## src/core/sar_pkg.sv

```systemverilog
/*
 * constants, codes and state encoding shared by the conversion control block,
 * its result fifo and the stream interface between them.
 * assumes a 125 MHz system clock and a pin-level serial link sampled by it.
 */

package sar_pkg;
	localparam int RESULT_W = 16; // result and array width
	localparam int CFG_W = 14; // configuration word width
	localparam int CLK_PERIOD_NS = 8; // system clock period
	localparam int SAMPLE_PERIOD_NS = 2000; // one sample at 500 kSPS
	// longest time: round down to whole cycles
	localparam int SAMPLE_CYCLES = SAMPLE_PERIOD_NS / CLK_PERIOD_NS;
	localparam int CONV_DIV = 4; // system cycles per conversion clock tick
	localparam int FIFO_DEPTH = 8; // result words buffered
	localparam int CFG_INCC_MSB = 12; // high bit of input config field
	localparam int CFG_RB_BIT = 0; // low means readback appended
	localparam logic [13:0] CFG_RESET = 14'h3C00; // unipolar single ended
	localparam logic [15:0] UNI_MAX = 16'hFFFF; // unipolar full scale
	localparam logic [15:0] UNI_MIN = 16'h0000; // unipolar zero
	localparam logic [15:0] BIP_MAX = 16'h7FFF; // bipolar top
	localparam logic [15:0] BIP_MIN = 16'h8000; // bipolar bottom
	localparam logic [15:0] SIGN_FLIP = 16'h8000; // offset binary to twos
	localparam logic [4:0] FRAME_SHORT = 5'h10; // result only
	localparam logic [4:0] FRAME_LONG = 5'h1E; // result plus readback
	localparam logic [4:0] CFG_BITS = 5'h0E; // edges to capture config

	typedef enum logic [2:0] {
		ST_ACQ = 3'b000,
		ST_OPEN = 3'b001,
		ST_HOLD = 3'b010,
		ST_TRIAL = 3'b011,
		ST_DONE = 3'b100
	} conv_state_e;
endpackage : sar_pkg

```

## src/core/sar_stream_if.sv

```systemverilog
/*
 * valid/ready word stream between the converter and its result fifo.
 * assumes both ends run on the same clock.
 */
`timescale 1ns/100ps
`default_nettype none
interface sar_stream_if #(parameter int WIDTH = 16);
	logic valid; // word offered
	logic ready; // word accepted this cycle when valid
	logic [WIDTH-1:0] data; // word

	modport src (output valid, output data, input ready);
	modport snk (input valid, input data, output ready);
endinterface : sar_stream_if
`default_nettype wire

```

## src/core/sar_fifo.sv

```systemverilog
/*
 * synchronous fifo with registered read data, valid/ready on both sides.
 * assumes one clock, an active low async reset and a freezing clock enable.
 */
`timescale 1ns/100ps
`default_nettype none
module sar_fifo #(
	parameter int WIDTH = 16,
	parameter int DEPTH = 8
) (
	input wire logic sys_clk,
	input wire logic rst_n,
	input wire logic clk_en,
	sar_stream_if.snk wr,
	sar_stream_if.src rd
);
	localparam int AW = $clog2(DEPTH);

	logic [WIDTH-1:0] mem_q [DEPTH]; // storage
	logic [AW-1:0] wptr_q; // next write slot
	logic [AW-1:0] rptr_q; // next read slot
	logic [AW:0] count_q; // words held, including the output register
	logic out_valid_q; // output register holds a word
	logic [WIDTH-1:0] out_q; // registered read data
	logic push;
	logic pop;
	logic load;

	// honest full: the output register counts as a slot
	assign wr.ready = (count_q < (AW+1)'(DEPTH));
	assign push = wr.valid && wr.ready;
	// refill output register when empty or being drained
	assign load = (count_q > (AW+1)'(out_valid_q)) && (!out_valid_q || rd.ready);
	assign pop = out_valid_q && rd.ready;
	assign rd.valid = out_valid_q;
	assign rd.data = out_q;

	// storage write, no reset needed on data
	always_ff @(posedge sys_clk)
	begin
		if (clk_en && push)
		begin
			mem_q[wptr_q] <= wr.data;
		end
	end

	// pointers, occupancy and output register
	always_ff @(posedge sys_clk or negedge rst_n)
	begin
		if (!rst_n)
		begin
			wptr_q <= '0;
			rptr_q <= '0;
			count_q <= '0;
			out_valid_q <= 1'b0;
			out_q <= '0;
		end
		else if (clk_en)
		begin
			if (push)
			begin
				wptr_q <= wptr_q + 1'b1;
			end
			if (load)
			begin
				out_q <= mem_q[rptr_q];
				rptr_q <= rptr_q + 1'b1;
				out_valid_q <= 1'b1;
			end
			else if (pop)
			begin
				out_valid_q <= 1'b0;
			end
			count_q <= count_q + (AW+1)'(push) - (AW+1)'(pop);
		end
	end
endmodule : sar_fifo
`default_nettype wire

```

## src/core/sar_conversion_control.sv

```systemverilog
/*
 * control logic of a 16 bit successive approximation converter: acquisition,
 * switch sequencing, msb first bit search, output coding and saturation, and
 * the serial port that returns results and takes the configuration word.
 * assumes the analog array answers on comp_high one conversion tick after a
 * trial pattern is applied, and that the host drives convert_start, the serial
 * clock and the serial data in from its own, unrelated clock.
 */
`timescale 1ns/100ps
`default_nettype none
module sar_conversion_control #(
	parameter int CONV_DIV = sar_pkg::CONV_DIV,
	parameter int FIFO_DEPTH = sar_pkg::FIFO_DEPTH
) (
	input wire logic sys_clk,
	input wire logic rst_n,
	input wire logic clk_en,
	input wire logic convert_start,
	input wire logic serial_clk,
	input wire logic serial_cfg_in,
	input wire logic comp_high,
	input wire logic over_range,
	input wire logic under_range,
	output logic serial_result_out,
	output logic sampling_switch_pos,
	output logic sampling_switch_neg,
	output logic arrays_on_inputs,
	output logic [sar_pkg::RESULT_W-1:0] dac_pos_bits,
	output logic [sar_pkg::RESULT_W-1:0] dac_neg_bits,
	output logic conv_power_en,
	output logic busy,
	output logic [sar_pkg::CFG_W-1:0] cfg_word
);
	localparam int DW = $clog2(CONV_DIV) + 1;

	sar_pkg::conv_state_e state_q; // conversion phase
	logic [2:0] cnv_sync_q; // convert start synchroniser plus edge stage
	logic [2:0] sck_sync_q; // serial clock synchroniser plus edge stage
	logic [1:0] din_sync_q; // serial data in synchroniser
	logic cnv_rise;
	logic sck_rise;
	logic sck_fall;
	logic [DW-1:0] div_q; // conversion clock divider
	logic tick; // one conversion clock period elapsed
	logic [3:0] bit_idx_q; // bit under trial
	logic [15:0] sar_q; // bits decided so far
	logic over_q; // input above full scale at hold
	logic under_q; // input below ground at hold
	logic [15:0] code_q; // final coded result
	logic busy_mode_q; // convert start held high through conversion
	logic [29:0] shift_q; // outgoing result and readback
	logic [13:0] cfg_shift_q; // incoming configuration bits
	logic [13:0] cfg_q; // configuration register
	logic [4:0] bit_cnt_q; // serial edges in this frame
	logic frame_q; // a result frame is being read
	logic frame_long_q; // readback appended to the frame under way
	logic sdo_q; // registered serial output
	logic bipolar;
	logic [15:0] trial;
	logic [4:0] frame_len;

	sar_stream_if #(.WIDTH(sar_pkg::RESULT_W)) res_in ();
	sar_stream_if #(.WIDTH(sar_pkg::RESULT_W)) res_out ();

	sar_fifo #(
		.WIDTH(sar_pkg::RESULT_W),
		.DEPTH(FIFO_DEPTH)
	) u_fifo (
		.sys_clk(sys_clk),
		.rst_n(rst_n),
		.clk_en(clk_en),
		.wr(res_in.snk),
		.rd(res_out.src)
	);

	// pin synchronisers; edge detectors look only at stages two and three
	always_ff @(posedge sys_clk or negedge rst_n)
	begin
		if (!rst_n)
		begin
			cnv_sync_q <= '0;
			sck_sync_q <= '0;
			din_sync_q <= '0;
		end
		else if (clk_en)
		begin
			cnv_sync_q <= {cnv_sync_q[1:0], convert_start};
			sck_sync_q <= {sck_sync_q[1:0], serial_clk};
			din_sync_q <= {din_sync_q[0], serial_cfg_in};
		end
	end

	assign cnv_rise = cnv_sync_q[1] && !cnv_sync_q[2];
	assign sck_rise = sck_sync_q[1] && !sck_sync_q[2];
	assign sck_fall = !sck_sync_q[1] && sck_sync_q[2];
	// input configs with a high top bit are ground sensed, the rest are mid-reference
	assign bipolar = !cfg_q[sar_pkg::CFG_INCC_MSB];
	assign trial = sar_q | (16'h0001 << bit_idx_q);

	// internal conversion clock, idle while acquiring to save power
	always_ff @(posedge sys_clk or negedge rst_n)
	begin
		if (!rst_n)
		begin
			div_q <= '0;
		end
		else if (clk_en)
		begin
			if (state_q == sar_pkg::ST_ACQ || tick)
			begin
				div_q <= '0;
			end
			else
			begin
				div_q <= div_q + 1'b1;
			end
		end
	end

	assign tick = (div_q == DW'(CONV_DIV - 1));

	// conversion sequence; a full fifo holds off the next start
	always_ff @(posedge sys_clk or negedge rst_n)
	begin
		if (!rst_n)
		begin
			state_q <= sar_pkg::ST_ACQ;
			bit_idx_q <= '0;
			sar_q <= '0;
			over_q <= 1'b0;
			under_q <= 1'b0;
		end
		else if (clk_en)
		begin
			unique case (state_q)
				sar_pkg::ST_ACQ:
				begin
					if (cnv_rise && res_in.ready)
					begin
						state_q <= sar_pkg::ST_OPEN;
					end
				end
				sar_pkg::ST_OPEN:
				begin
					if (tick)
					begin
						state_q <= sar_pkg::ST_HOLD;
					end
				end
				sar_pkg::ST_HOLD:
				begin
					if (tick)
					begin
						// held charge is final now, so range flags are taken here
						over_q <= over_range;
						under_q <= under_range;
						sar_q <= '0;
						bit_idx_q <= 4'hF;
						state_q <= sar_pkg::ST_TRIAL;
					end
				end
				sar_pkg::ST_TRIAL:
				begin
					if (tick)
					begin
						// keep the trial bit when the input still outweighs it
						if (comp_high)
						begin
							sar_q <= trial;
						end
						if (bit_idx_q == 4'h0)
						begin
							state_q <= sar_pkg::ST_DONE;
						end
						else
						begin
							bit_idx_q <= bit_idx_q - 1'b1;
						end
					end
				end
				sar_pkg::ST_DONE:
				begin
					if (res_in.ready)
					begin
						state_q <= sar_pkg::ST_ACQ;
					end
				end
				default:
				begin
					state_q <= sar_pkg::ST_ACQ;
				end
			endcase
		end
	end

	// output coding with saturation; flags win over the searched code
	always_comb
	begin
		if (over_q)
		begin
			code_q = bipolar ? sar_pkg::BIP_MAX : sar_pkg::UNI_MAX;
		end
		else if (under_q)
		begin
			code_q = bipolar ? sar_pkg::BIP_MIN : sar_pkg::UNI_MIN;
		end
		else if (bipolar)
		begin
			code_q = sar_q ^ sar_pkg::SIGN_FLIP;
		end
		else
		begin
			code_q = sar_q;
		end
	end

	// the finished code is latched into the fifo as conversion ends
	assign res_in.valid = (state_q == sar_pkg::ST_DONE);
	assign res_in.data = code_q;

	// switch network: closed switches only while acquiring, input-side arrays while acquiring and in the open phase
	assign sampling_switch_pos = (state_q == sar_pkg::ST_ACQ);
	assign sampling_switch_neg = (state_q == sar_pkg::ST_ACQ);
	assign arrays_on_inputs = (state_q == sar_pkg::ST_ACQ) || (state_q == sar_pkg::ST_OPEN);
	// matched arrays driven in opposite sense
	assign dac_pos_bits = (state_q == sar_pkg::ST_TRIAL) ? trial : sar_q;
	assign dac_neg_bits = ~dac_pos_bits;
	assign conv_power_en = (state_q != sar_pkg::ST_ACQ);
	assign busy = (state_q != sar_pkg::ST_ACQ);
	assign cfg_word = cfg_q;

	// busy on the serial line only while convert start stays high
	always_ff @(posedge sys_clk or negedge rst_n)
	begin
		if (!rst_n)
		begin
			busy_mode_q <= 1'b0;
		end
		else if (clk_en)
		begin
			if (state_q == sar_pkg::ST_ACQ)
			begin
				busy_mode_q <= cnv_rise;
			end
			else if (!cnv_sync_q[2])
			begin
				busy_mode_q <= 1'b0;
			end
		end
	end

	// length is fixed when the frame opens: a config written inside it
	// takes effect from the next frame, so a frame never changes length midway
	assign frame_len = frame_long_q ? sar_pkg::FRAME_LONG : sar_pkg::FRAME_SHORT;
	// a new word is taken only between frames, so a read is never torn
	assign res_out.ready = !frame_q;

	// result frame: load, then shift msb first on falling serial edges
	always_ff @(posedge sys_clk or negedge rst_n)
	begin
		if (!rst_n)
		begin
			shift_q <= '0;
			frame_q <= 1'b0;
			frame_long_q <= 1'b0;
			bit_cnt_q <= '0;
		end
		else if (clk_en)
		begin
			if (res_out.valid && !frame_q)
			begin
				shift_q <= {res_out.data, cfg_q};
				frame_q <= 1'b1;
				frame_long_q <= !cfg_q[sar_pkg::CFG_RB_BIT];
				bit_cnt_q <= '0;
			end
			else if (frame_q)
			begin
				if (sck_fall)
				begin
					shift_q <= {shift_q[28:0], 1'b0};
				end
				if (sck_rise)
				begin
					bit_cnt_q <= bit_cnt_q + 1'b1;
				end
				if (sck_fall && bit_cnt_q >= frame_len)
				begin
					frame_q <= 1'b0;
				end
			end
		end
	end

	// configuration shifted in msb first; committed at the fourteenth edge
	always_ff @(posedge sys_clk or negedge rst_n)
	begin
		if (!rst_n)
		begin
			cfg_shift_q <= '0;
			cfg_q <= sar_pkg::CFG_RESET;
		end
		else if (clk_en)
		begin
			if (sck_rise && frame_q && bit_cnt_q < sar_pkg::CFG_BITS)
			begin
				cfg_shift_q <= {cfg_shift_q[12:0], din_sync_q[1]};
				if (bit_cnt_q == sar_pkg::CFG_BITS - 5'h01)
				begin
					cfg_q <= {cfg_shift_q[12:0], din_sync_q[1]};
				end
			end
		end
	end

	// serial output register: busy flag, then data, else low
	always_ff @(posedge sys_clk or negedge rst_n)
	begin
		if (!rst_n)
		begin
			sdo_q <= 1'b0;
		end
		else if (clk_en)
		begin
			if (busy_mode_q && state_q != sar_pkg::ST_ACQ)
			begin
				sdo_q <= 1'b1;
			end
			else
			begin
				sdo_q <= frame_q && shift_q[29];
			end
		end
	end

	assign serial_result_out = sdo_q;

	// helper: trial ticks and cycles per conversion
	logic [4:0] trial_ticks_q;
	logic [8:0] conv_cycles_q;
	always_ff @(posedge sys_clk or negedge rst_n)
	begin
		if (!rst_n)
		begin
			trial_ticks_q <= '0;
			conv_cycles_q <= '0;
		end
		else if (clk_en)
		begin
			trial_ticks_q <= (state_q != sar_pkg::ST_TRIAL) ? 5'h00 :
				trial_ticks_q + 5'(tick);
			conv_cycles_q <= (state_q == sar_pkg::ST_ACQ) ? 9'h000 : conv_cycles_q + 1'b1;
		end
	end

	AST_START: assert property (@(posedge sys_clk) disable iff (!rst_n)
		clk_en && state_q == sar_pkg::ST_ACQ && cnv_rise && res_in.ready
		|=> state_q == sar_pkg::ST_OPEN)
		else $error("conversion did not start on convert start edge");
	AST_SWITCH_ORDER: assert property (@(posedge sys_clk) disable iff (!rst_n)
		$fell(arrays_on_inputs) |-> $past(!sampling_switch_pos) && !sampling_switch_pos)
		else $error("arrays left inputs before switches opened");
	AST_MSB_FIRST: assert property (@(posedge sys_clk) disable iff (!rst_n)
		$rose(state_q == sar_pkg::ST_TRIAL) |-> bit_idx_q == 4'hF && sar_q == 16'h0000)
		else $error("search did not start at msb");
	AST_SIXTEEN_BITS: assert property (@(posedge sys_clk) disable iff (!rst_n)
		clk_en && state_q == sar_pkg::ST_TRIAL && tick && bit_idx_q == 4'h0
		|-> trial_ticks_q == 5'h0F)
		else $error("search did not take sixteen steps");
	AST_SAT_HIGH: assert property (@(posedge sys_clk) disable iff (!rst_n)
		res_in.valid && over_q |-> res_in.data == (bipolar ? 16'h7FFF : 16'hFFFF))
		else $error("over range not saturated high");
	AST_SAT_LOW: assert property (@(posedge sys_clk) disable iff (!rst_n)
		res_in.valid && !over_q && under_q |-> res_in.data == (bipolar ? 16'h8000 : 16'h0000))
		else $error("under range not saturated low");
	AST_TWOS: assert property (@(posedge sys_clk) disable iff (!rst_n)
		res_in.valid && !over_q && !under_q && bipolar |-> res_in.data == {~sar_q[15], sar_q[14:0]})
		else $error("bipolar result not twos complement");
	AST_BINARY: assert property (@(posedge sys_clk) disable iff (!rst_n)
		res_in.valid && !over_q && !under_q && !bipolar |-> res_in.data == sar_q)
		else $error("unipolar result not straight binary");
	AST_THROUGHPUT: assert property (@(posedge sys_clk) disable iff (!rst_n)
		conv_cycles_q < 9'(sar_pkg::SAMPLE_CYCLES) && (busy || !conv_power_en))
		else $error("conversion too slow or power left on");
	AST_BUSY_LINE: assert property (@(posedge sys_clk) disable iff (!rst_n)
		clk_en && busy_mode_q && busy |=> serial_result_out)
		else $error("busy not shown on serial output");
endmodule : sar_conversion_control
`default_nettype wire

```

## config.mk

```make
export PLATFORM = sky130hd
export DESIGN_NAME = sar_conversion_control
export DESIGN_NICKNAME = d
export VERILOG_FILES = /design/src/core/sar_pkg.sv /design/src/core/sar_stream_if.sv /design/src/core/sar_fifo.sv /design/src/core/sar_conversion_control.sv
export SDC_FILE = /design/constraint.sdc
export NUM_CORES = 1
export LEC_CHECK = 0
export BUFFER_PORTS_ARGS = -buffer_cell sky130_fd_sc_hd__buf_2
export CAP_MARGIN = 40
export CORE_MARGIN = 4
export CORE_UTILIZATION = 61
export CTS_CLUSTER_SIZE = 40
export DETAILED_ROUTE_END_ITERATION = 7
export PLACE_DENSITY = 0.82
export SYNTH_ARGS = -nofsm -noshare
export SYNTH_HDL_FRONTEND = slang
export SYNTH_SLANG_ARGS = --single-unit
```

## constraint.sdc

```tcl
create_clock -name sys_clk -period 3.47 [get_ports sys_clk]
set_clock_uncertainty 0.05 [all_clocks]
set_input_delay 0.347 -clock sys_clk [delete_from_list [all_inputs] [get_ports sys_clk]]
set_output_delay 0.347 -clock sys_clk [all_outputs]
set_load 0.01 [all_outputs]
```

# Yosys cells after proc, flatten, opt, wreduce, memory -nomap -nowiden
# Memory sizes are Yosys's and may differ from the RTL's. A register that Yosys moved wholly into a read port is not among the register bits.
# Index checks and enable logic that the tools add are counted.
[totals]
register_bits = 113
mem_bits_rw = 128
input_bits = 9
out_inout_bits = 52
mem_count = 1
[mem_list]
columns = ["name", "depth", "width", "read_ports", "rd_clocked_by_memory_dff", "wr", "line", "text"]
rows = [
  ["u_fifo.mem_q", 8, 16, 1, 1, 1, "sar_fifo.sv:19", "logic [WIDTH-1:0] mem_q [DEPTH];"],
]
[classes]
add_sub_neg = 7
n_lt_le_gt_ge = 4
n_eq_ne = 15
n_shift = 1
n_mux = 39
bitwise = 3
reduce_logical = 44
[ops]
columns = ["cell", "count"]
rows = [
  ["16-bit two-way mux", 9],
  ["30-bit two-way mux", 3],
  ["16-bit one-hot mux with 2 select lines", 1],
  ["3-bit two-way mux", 7],
  ["4-bit two-way mux", 4],
  ["2-bit != test (second input constant)", 8],
  ["16-bit NOT", 1],
  ["16-bit bitwise OR", 1],
  ["1-bit by 4-bit left shift with 16-bit output (first input constant)", 1],
  ["5-bit two-way mux", 3],
  ["3-bit one-hot mux with 5 select lines", 1],
  ["1-bit logical AND", 13],
  ["2-bit AND reduction", 6],
  ["3-bit AND reduction", 4],
  ["1-bit two-way mux", 10],
  ["5-bit AND reduction", 2],
  ["2-bit nonzero test", 5],
  ["3-bit by 1-bit adder with 3-bit output (second input constant)", 3],
  ["3-bit by 2-bit == test with 1-bit output (second input constant)", 3],
  ["4-bit one-hot mux with 2 select lines", 1],
  ["1-bit zero test", 7],
  ["7-bit AND reduction", 1],
  ["5-bit by 1-bit adder with 5-bit output (second input constant)", 1],
  ["5-bit by 4-bit == test with 1-bit output (second input constant)", 1],
  ["15 further kinds", 17],
]

# Longest topological paths before layout
# Gate-level depths: netlist of run 1.
[depth]
word_depth = 6
depth_mapped = 11

# Cells and area by module
# From an unflattened synthesis of run 1, not the netlist that was laid out.
[unflattened]
cells_unflattened = 705
hier_area_um2 = 11260.8
[modules_own_cells]
columns = ["module", "n_inst", "cells_per_inst", "area_per_inst_um2"]
rows = [
  ["sar_fifo", 1, 292, 6140.9],
  ["sar_conversion_control", 1, 413, 5119.9],
]

# Worst setup path after synthesis of run 1
# OpenSTA, ideal clock, no wires.
[synth_timing]
path_kind = "reg-to-reg"
from = "register state_q[0]"
to = "memory u_fifo.mem_q[0][0] (enable)"
arrival_time_ns = 2.403
slack_ns = 0.608
path_stages_with_launch = 6
path_cell_list = "dfrtp_1 buf_6 nor4b_4 nand2_1 or2_2 nor3_1"
[synth_between]
elab_chain_len = 5
[synth_lines]
columns = ["element", "line", "text"]
rows = [
  ["from (decl)", "sar_conversion_control.sv:36", "sar_pkg::conv_state_e state_q;"],
  ["from (signal assigned)", "sar_conversion_control.sv:127", "state_q <= sar_pkg::ST_ACQ;"],
  ["from (signal assigned)", "sar_conversion_control.sv:140", "state_q <= sar_pkg::ST_OPEN;"],
  ["from (signal assigned)", "sar_conversion_control.sv:147", "state_q <= sar_pkg::ST_HOLD;"],
  ["3-bit == test", "sar_conversion_control.sv:218", "assign res_in.valid = (state_q == sar_pkg::ST_DONE);"],
  ["1-bit logical AND", "sar_fifo.sv:31", "assign push = wr.valid && wr.ready;"],
  ["1-bit logical AND", "sar_fifo.sv:41", "if (clk_en && push)"],
  ["1-bit two-way mux", "sar_fifo.sv:41", ""],
  ["1-bit two-way mux (not written as such)", "sar_fifo.sv:43", "mem_q[wptr_q] <= wr.data;"],
  ["to (decl)", "sar_fifo.sv:19", ""],
]
# No other way between the ends.

# Worst setup path in the final report of run 1
[layout_timing]
from = "register bit_idx_q[0]"
to = "output port dac_neg_bits[0] in the netlist's numbering"
[layout_between]
elab_chain_len = 4
[layout_lines]
columns = ["element", "line", "text"]
rows = [
  ["from (decl)", "sar_conversion_control.sv:45", "logic [3:0] bit_idx_q;"],
  ["from (signal assigned)", "sar_conversion_control.sv:177", "bit_idx_q <= bit_idx_q - 1'b1;"],
  ["1-bit by 4-bit left shift with 16-bit output", "sar_conversion_control.sv:98", "assign trial = sar_q | (16'h0001 << bit_idx_q);"],
  ["16-bit bitwise OR", "sar_conversion_control.sv:98", ""],
  ["16-bit two-way mux", "sar_conversion_control.sv:226", "assign dac_pos_bits = (state_q == sar_pkg::ST_TRIAL) ? trial : sar_q;"],
  ["16-bit NOT", "sar_conversion_control.sv:227", "assign dac_neg_bits = ~dac_pos_bits;"],
  ["to (decl)", "sar_conversion_control.sv:29", "output logic [sar_pkg::RESULT_W-1:0] dac_neg_bits,"],
]
# No other way between the ends.

==> flow_metrics.env, run 1 <==
export IMPL_report_final_hold_viol_count=0
export IMPL_total_via_count_in_the_routed_design=6476
export IMPL_placed_cells=1001
export IMPL_drt_pre_antenna_iters=5
export IMPL_n_antenna_cell=0
export IMPL_die_width_um=142
export IMPL_synthArstFlopShare_pct=50.2
export IMPL_clock_power_share_pct=33.3
export IMPL_die_y_um=142
export IMPL_p_seq_share_pct=46.2
export IMPL_irDropWorstVdd_mv=0.548
export IMPL_initialDrtViolationCount=418
export IMPL_grt_use_total_pct=23.3
export IMPL_status="completed"
export IMPL_power_density_cell_area_nw_per_um2=680
export IMPL_crit_fanout=9
export IMPL_clock_tree_buffer_depth=3
export IMPL_io_buffers=60
export IMPL_worstSetupStartpoint="bit_idx_q[0]"
export IMPL_startpoint_type="register"
export IMPL_register_area_share_after_synthesis_pct=64.6
export IMPL_finalSetupViolCount=0
export IMPL_ioPinCount=61
export IMPL_hpwlAfterDp_mm=13.5
export IMPL_cts_repair_timing_setup_buffer_count=0
export IMPL_synth_edff_count=128
export IMPL_xor_xnor_share_of_the_synthesized_area_pct=0.720
export IMPL_swShare_pct=28.8
export IMPL_layoutNonFillerInstCount=1052
export IMPL_wire_length_of_the_first_global_routing_pass_mm=37.2
export IMPL_post_synth_and_or_nand_nor_area_fraction_pct=5.79
export IMPL_timing_final_crit_period_ns=2.96
export IMPL_syn_to_final_growth_pct=13.3
export IMPL_final_period_util_pct=85.3
export IMPL_hold_path_class="primary input to register"
export IMPL_synth_area_um2=11000
export IMPL_intPower_mw=6.02
export IMPL_viasPerCell=6.16
export IMPL_fmaxAchievable_mhz=338
export IMPL_synth_top_flop_cell="sky130_fd_sc_hd__edfxtp_1"
export IMPL_cts_buffers=26
export IMPL_tritoncts_clock_tree="built"
export IMPL_critical_path_buf_inv_count=3
export IMPL_clk_insertion_delay_late_ns=0.53
export IMPL_routed_wl_mm=22.5
export IMPL_syn_num_nets=773
export IMPL_synth_warnings=0
export IMPL_grt_residual_overflow=0
export IMPL_worst_setup_path_type="register to output pin"
export IMPL_synthesis_instances=743
export IMPL_most_common_cell_after_layout_fill_and_taps_aside="sky130_fd_sc_hd__edfxtp_1"
export IMPL_crit_top_cell="sky130_fd_sc_hd__inv_1"
export IMPL_power_combinational_fraction_pct=20.5
export IMPL_core_footprint_um2=17500
export IMPL_avgSynthCellArea_um2=14.7
export IMPL_tns_ns=0
export IMPL_path_delay_family="simple AND/OR/NAND/NOR gates"
export IMPL_routabilityCongestion=0.906
export IMPL_power_switching_mw=2.43
export IMPL_ctsHtreeMaxLevel=1
export IMPL_final_stage_net_count=837
export IMPL_synth_top_family_by_area="multiplexers"
export IMPL_initial_antenna_violation_count=0
export IMPL_rsz0062_at_grt="false"
export IMPL_via_count_of_the_first_global_routing_pass=6760
export IMPL_clock_sink_count=257
export IMPL_maximum_cell_stage_delay_along_the_critical_path_ns=0.55
export IMPL_yosys_mux_area_fraction_pct=14.8
export IMPL_dieArea_um2=20200
export IMPL_drive_above_1_share_pct=25.3
export IMPL_path_clk_slew_ns=0.06
export IMPL_wl_per_cell_um=21.4
export IMPL_required_ns=3.07
export IMPL_slowest_stage="sky130_fd_sc_hd__nor3b_1"
export IMPL_mostFrequentLayoutCells="sky130_fd_sc_hd__edfxtp_1, sky130_fd_sc_hd__dfrtp_1, sky130_fd_sc_hd__o21ai_0, sky130_fd_sc_hd__nand2_1, sky130_fd_sc_hd__buf_2"
export IMPL_synth_cell_type_count=54
export IMPL_cp_cell_sequence="inv_1, ha_1, nor3b_1, and2_1, or2_2, inv_1, buf_2"
export IMPL_endpoint_kind="output pin"
export IMPL_fillerInstances=1068
export IMPL_worst_slew_pin_slew_ns=0.797
export IMPL_ys_ff_latch=257
export IMPL_grt_start_max_net_pins=64
export IMPL_rows=48
export IMPL_p_leak_nw=5.43
export IMPL_initial_core_util_pct=62.7
export IMPL_clock_root_buffer="sky130_fd_sc_hd__clkbuf_16"
export IMPL_cap_violations=0
export IMPL_min_delay_start="convert_start"
export IMPL_synthAdderAreaFrac_pct=2.47
export IMPL_timing_max_slew_rel_slack_pct=46.7
export IMPL_post_route_drc_count=0
export IMPL_number_of_gates_resized_after_cts=0
export IMPL_ant_nets=0
export IMPL_synth_compound_gate_area_share_pct=8.29
export IMPL_timing_final_max_slew_violations=0
export IMPL_worst_endpoint_arrival_ns=2.56
export IMPL_crit_reg2reg_launch="bit_idx_q[0]"
Yosys cell counts (2+ instances only):
cell,count,area share [%]
sky130_fd_sc_hd__o21ai_0,64,2.9
sky130_fd_sc_hd__clkbuf_1,16,0.55
sky130_fd_sc_hd__dfrtp_1,125,29
sky130_fd_sc_hd__edfxtp_1,128,35
sky130_fd_sc_hd__buf_4,8,0.55
sky130_fd_sc_hd__a21oi_1,12,0.55
sky130_fd_sc_hd__a22o_1,2,0.16
sky130_fd_sc_hd__and3b_1,3,0.24
sky130_fd_sc_hd__xnor2_1,4,0.32
sky130_fd_sc_hd__a32o_1,16,1.5
sky130_fd_sc_hd__ha_1,20,2.3
sky130_fd_sc_hd__dfstp_2,4,0.96
sky130_fd_sc_hd__nand2b_1,4,0.23
sky130_fd_sc_hd__nand2_1,61,2.1
sky130_fd_sc_hd__nor2b_1,3,0.17
sky130_fd_sc_hd__mux4_2,32,6.6
sky130_fd_sc_hd__a21o_1,32,2.2
sky130_fd_sc_hd__mux2_2,39,4.0
sky130_fd_sc_hd__buf_6,2,0.21
sky130_fd_sc_hd__nand3_1,4,0.18
sky130_fd_sc_hd__nand4_1,4,0.23
sky130_fd_sc_hd__buf_2,17,0.78
sky130_fd_sc_hd__mux2i_1,46,4.2
sky130_fd_sc_hd__xor2_1,5,0.40
sky130_fd_sc_hd__inv_1,34,1.2
sky130_fd_sc_hd__nor2_1,22,0.75
sky130_fd_sc_hd__nor3_1,5,0.23
sky130_fd_sc_hd__or2_2,3,0.17
sky130_fd_sc_hd__and2_1,2,0.11
sky130_fd_sc_hd__or3_1,2,0.11
power by group through the flow:
stage | combinational, mW | clock (mW) | sequential (mW)
6_report | 1.73 | 2.81 | 3.90
5_1_grt | 1.92 | 2.98 | 3.95
4_1_cts | 1.74 | 2.85 | 3.90
3_5_place_dp | 1.69 | 0 | 3.95
3_3_place_gp | 1.58 | 0 | 3.92
2_1_floorplan | 1.36 | 0 | 3.80
cells by family after synthesis:
logic type	count (synthesis)
AO/OA/AOI/OAI	136
adder cells (fa/ha/maj)	21
buffers and inverters	79
AND/OR/NAND/NOR	124
XOR/XNOR	9
flip-flops	257
multiplexers	117
worst paths after layout:
kind	endpoint	slack, ns	cells past startpoint
worst min register to register	shift_q[15]	0.43	2
worst max-delay path	dac_neg_bits[0]	0.51	7
worst min-delay path	cnv_sync_q[0]	0.01	2
worst max register to register	state_q[1]	1.21	6
min in group asynchronous	shift_q[3]	0.19	2
max in group asynchronous	cfg_word[13]	2.59	3
through the flow:
stage / utilization (%) / total power [mW] / hold slack (ns) / cell area (um2) / setup WS (ns)
after global placement: 65.7 / 5.50 / 0.410 / 11500 / 1.30
final: 71.0 / 8.44 / 0.0109 / 12400 / 0.509
after floorplan: - / 5.17 / 0.00141 / 11000 / 0.608
after detailed placement: 65.9 / 5.64 / 0.169 / 11500 / 1.14
after global routing: 71.0 / 8.86 / 0.0104 / 12400 / 0.330
after CTS: 71.0 / 8.49 / 0.00438 / 12400 / 0.571
area by class of cell:
type / count / area (um2) / share of cell area, %
flip-flops and latches: 257 / 7080 / 57.0
repair buffers: 81 / 526 / 4.23
inverters: 34 / 128 / 1.03
well taps: 225 / 282 / 2.27
clock inverters: 16 / 166 / 1.34
multi-input cells: 407 / 3540 / 28.5
clock buffers: 32 / 694 / 5.59
what timing repair did:
| action | CTS | global route |
|---|---|---|
| hold buffers | 3 | 0 |
| endpoints found under the hold margin | 127 | 0 |
| setup endpoints to repair | 0 | 0 |
state kept, by name, indices dropped and copies added (netlist names), 4 cells and up:
| name | count |
|---|---|
| bit_cnt_q | 5 |
| u_fifo.count_q | 4 |
| shift_q | 30 |
| cfg_word | 14 |
| u_fifo.mem_q | 128 |
| u_fifo.rd.data | 16 |
| bit_idx_q | 4 |
| sar_q | 16 |
| cfg_shift_q | 13 |
metal layers:
layer,vias up,track usage [%],wire [um]
met5,-,0,0
met4,0,7.27,605
met3,54,3.60,1440
met2,245,39.0,11200
met1,3300,32.0,9240
li1,2877,-,-
(Power assumes the default switching activity.)
==> run 2: changes to the inputs <==
Settings changed: ABC_AREA from default to 1.
==> run 2 against run 1 <==
  * Fmax up 15%
  * Utilization down 0.57 points
  * Synthesized cell count up 52%
  * Register-to-register slack better by 0.05 ns
  * Combinational power up 79%
  * Worst setup slack better by 0.39 ns
  * Sequential power up 8.7%
  * Final cell count up 37%
  * Largest power group unchanged
==> flow_metrics.env, run 2 <==
export IMPL_synth_most_common_cell="sky130_fd_sc_hd__nand2_1"
export IMPL_power_density_cell_area_nw_per_um2=800
export IMPL_initialDrtViolationCount=713
export IMPL_syn_num_nets=1159
export IMPL_critical_path_cell_count=7
export IMPL_drt_pre_antenna_iters=7
export IMPL_required_ns=3.07
export IMPL_grt_start_max_net_pins=93
export IMPL_initial_antenna_violation_count=0
export IMPL_irDropWorstVdd_mv=0.632
export IMPL_synth_edff_count=128
export IMPL_viasPerCell=5.61
export IMPL_synthAdderAreaFrac_pct=2.42
export IMPL_clock_sink_count=257
export IMPL_worst_slew_pin_slew_ns=0.917
export IMPL_routabilityCongestion=0.898
export IMPL_maximum_cell_stage_delay_along_the_critical_path_ns=0.40
export IMPL_total_via_count_in_the_routed_design=8103
export IMPL_reg_top3="u_fifo.mem_q: 128 flops, shift_q: 30 flops"
export IMPL_clock_tree_buffer_depth=3
export IMPL_report_final_hold_viol_count=0
export IMPL_finalWorstSetupSlack_ns=0.895
export IMPL_die_width_um=143
export IMPL_timing_final_max_slew_violations=0
export IMPL_endpoint_kind="output pin"
export IMPL_most_common_cell_after_layout_fill_and_taps_aside="sky130_fd_sc_hd__nand2_1"
export IMPL_fmaxAchievable_mhz=388
export IMPL_register_area_share_after_synthesis_pct=63.4
export IMPL_synth_warnings=0
export IMPL_yosys_mux_area_fraction_pct=0
export IMPL_tritoncts_clock_tree="built"
export IMPL_cts_buffers=27
export IMPL_path_delay_family="simple AND/OR/NAND/NOR gates"
export IMPL_ant_nets=0
export IMPL_fin_util_pct=70.5
export IMPL_ys_ff_latch=257
export IMPL_core_footprint_um2=18000
export IMPL_ctsHtreeMaxLevel=1
export IMPL_final_period_util_pct=74.2
export IMPL_grt_residual_overflow=0
export IMPL_slowest_stage="sky130_fd_sc_hd__dfrtp_1"
export IMPL_final_design_area_no_fill_um2=12700
export IMPL_crit_fanout=7
export IMPL_wire_length_of_the_first_global_routing_pass_mm=39.0
export IMPL_drive_above_1_share_pct=13.1
export IMPL_cp_cell_sequence="nand2_1, nor2_1, nand2_1, nor2_1, nor2_1, inv_1, buf_2"
export IMPL_worst_setup_timing_slack_at_the_placement_stage_ns=1.17
export IMPL_hold_path_class="primary input to async pin"
export IMPL_xor_xnor_share_of_the_synthesized_area_pct=0.392
export IMPL_synth_top_cell_area_share_pct=34.4
export IMPL_worstSetupStartpoint="state_q[1]"
export IMPL_timing_max_slew_rel_slack_pct=38.2
export IMPL_regMostFlops="u_fifo.mem_q"
export IMPL_worst_endpoint_arrival_ns=2.18
export IMPL_synth_area_um2=11200
export IMPL_timing_final_crit_period_ns=2.57
export IMPL_n_antenna_cell=0
export IMPL_avgSynthCellArea_um2=9.89
export IMPL_placed_cells=1387
export IMPL_synth_top_cells_by_area="sky130_fd_sc_hd__edfxtp_1, sky130_fd_sc_hd__dfrtp_1, sky130_fd_sc_hd__o21ai_0"
export IMPL_post_synth_and_or_nand_nor_area_fraction_pct=16.0
export IMPL_hpwlAfterDp_mm=14.1
export IMPL_ioPinCount=61
export IMPL_crit_top_cell="sky130_fd_sc_hd__nor2_1"
export IMPL_die_y_um=143
export IMPL_cap_violations=0
export IMPL_worst_setup_path_type="register to output pin"
export IMPL_synth_top_family_by_area="simple AND/OR/NAND/NOR gates"
export IMPL_synth_compound_gate_area_share_pct=11.6
export IMPL_initial_core_util_pct=62.1
export IMPL_wl_per_cell_um=16.1
export IMPL_mostFrequentLayoutCells="sky130_fd_sc_hd__nand2_1, sky130_fd_sc_hd__o21ai_0, sky130_fd_sc_hd__nor2_1, sky130_fd_sc_hd__edfxtp_1, sky130_fd_sc_hd__dfrtp_1"
export IMPL_dieArea_um2=20500
export IMPL_post_route_worst_hold_slack_ns=0.185
export IMPL_post_route_drc_count=0
export IMPL_p_leak_nw=5.15
export IMPL_finalSetupViolCount=0
export IMPL_startpoint_type="register"
export IMPL_crit_reg2reg_launch="frame_q"
export IMPL_rows=49
export IMPL_tns_ns=0
export IMPL_final_stage_net_count=1225
export IMPL_netlist_top_cells_count="sky130_fd_sc_hd__nand2_1, sky130_fd_sc_hd__o21ai_0, sky130_fd_sc_hd__nor2_1, sky130_fd_sc_hd__edfxtp_1, sky130_fd_sc_hd__dfrtp_1"
export IMPL_synthArstFlopShare_pct=50.2
export IMPL_syn_to_final_growth_pct=13.4
export IMPL_routed_wl_mm=23.3
export IMPL_synth_top_flop_cell="sky130_fd_sc_hd__edfxtp_1"
export IMPL_largest_register_ffs=128
export IMPL_via_count_of_the_first_global_routing_pass=8007
export IMPL_clock_root_buffer="sky130_fd_sc_hd__clkbuf_16"
export IMPL_grt_use_total_pct=23.7
export IMPL_status="completed"
export IMPL_layoutNonFillerInstCount=1444
export IMPL_rsz0062_at_grt="false"
export IMPL_report_power_total_mw=10.1
export IMPL_path_clk_slew_ns=0.06
export IMPL_io_buffers=60
export IMPL_reg2regPathDepth=7
export IMPL_critical_path_buf_inv_count=2
export IMPL_cell_type_contributing_the_most_total_cell_area_after_synthesis="sky130_fd_sc_hd__edfxtp_1"
export IMPL_synth_cell_type_count=40
export IMPL_number_of_gates_resized_after_cts=0
export IMPL_post_dp_cell_area_um2=11700
export IMPL_synthesis_instances=1129
export IMPL_clk_insertion_delay_late_ns=0.53
## run 2: cell types whose count changed after synthesis, sizes merged, moves of 39 or more
cell / change
nand2: +156
o21ai: +141
nor2: +140
inv: +83
mux2i: -46
nand3: +45
mux2: -39
## run 2: repair_timing
action / 4_1_cts / 5_1_grt
hold buffers: 6 / 0
hold endpoints to repair: 130 / 0
setup endpoints to repair: 0 / 0
buffers inserted: 0 / 0
## run 2: routing by layer
metal	track usage, %	vias up	share of wire (%)
li1	-	3871	-
met1	32.1	3854	41
met2	39.6	326	50
met3	3.45	52	6.9
met4	8.33	0	2.1
met5	0	-	0
## run 2: logic make-up (layout without fill, tap and decap cells)
family	count (synthesis)	count (layout)
buffers and inverters	171	257
xor gates and xnor gates	5	5
AOI/OAI and AO/OA	233	233
and+or+nand+nor	442	442
adders and majority gates	21	21
DFF	257	257
## run 2: worst paths after layout
check	to	slack, ns
max in group asynchronous	u_fifo.rptr_q[0]	2.47
min in group sys_clk	sar_q[9]	0.22
worst min register to register	cnv_sync_q[0]	0.42
worst max-delay path	dac_pos_bits[2]	0.90
worst min-delay path	u_fifo.wptr_q[2]	0.18
worst max register to register	shift_q[22]	1.26
## run 2: worst reg2reg max path: cells and delay by family, from the launching register on
| kind | cells | cell delay, ns |
|---|---|---|
| AO/OA/AOI/OAI | 2 | 0.20 |
| flip-flops | 1 | 0.46 |
| AND/OR/NAND/NOR | 3 | 0.52 |
| buffers and inverters | 2 | 0.89 |
## run 2: power by group
part           internal, mW  switching, mW
Combinational          1.01           2.08
Clock                  1.67           1.13
Sequential             3.85          0.389
Total                  6.52           3.60
## run 2: area by class of cell
class                      instances  area (um2)
clock buffer                      40         837
timing repair buffer              88         542
fill                            1241        5300
inverter                         120         450
clock inverter                     9        47.5
tap                              229         287
sequential                       257        7080
multi-input combinational        701        3420
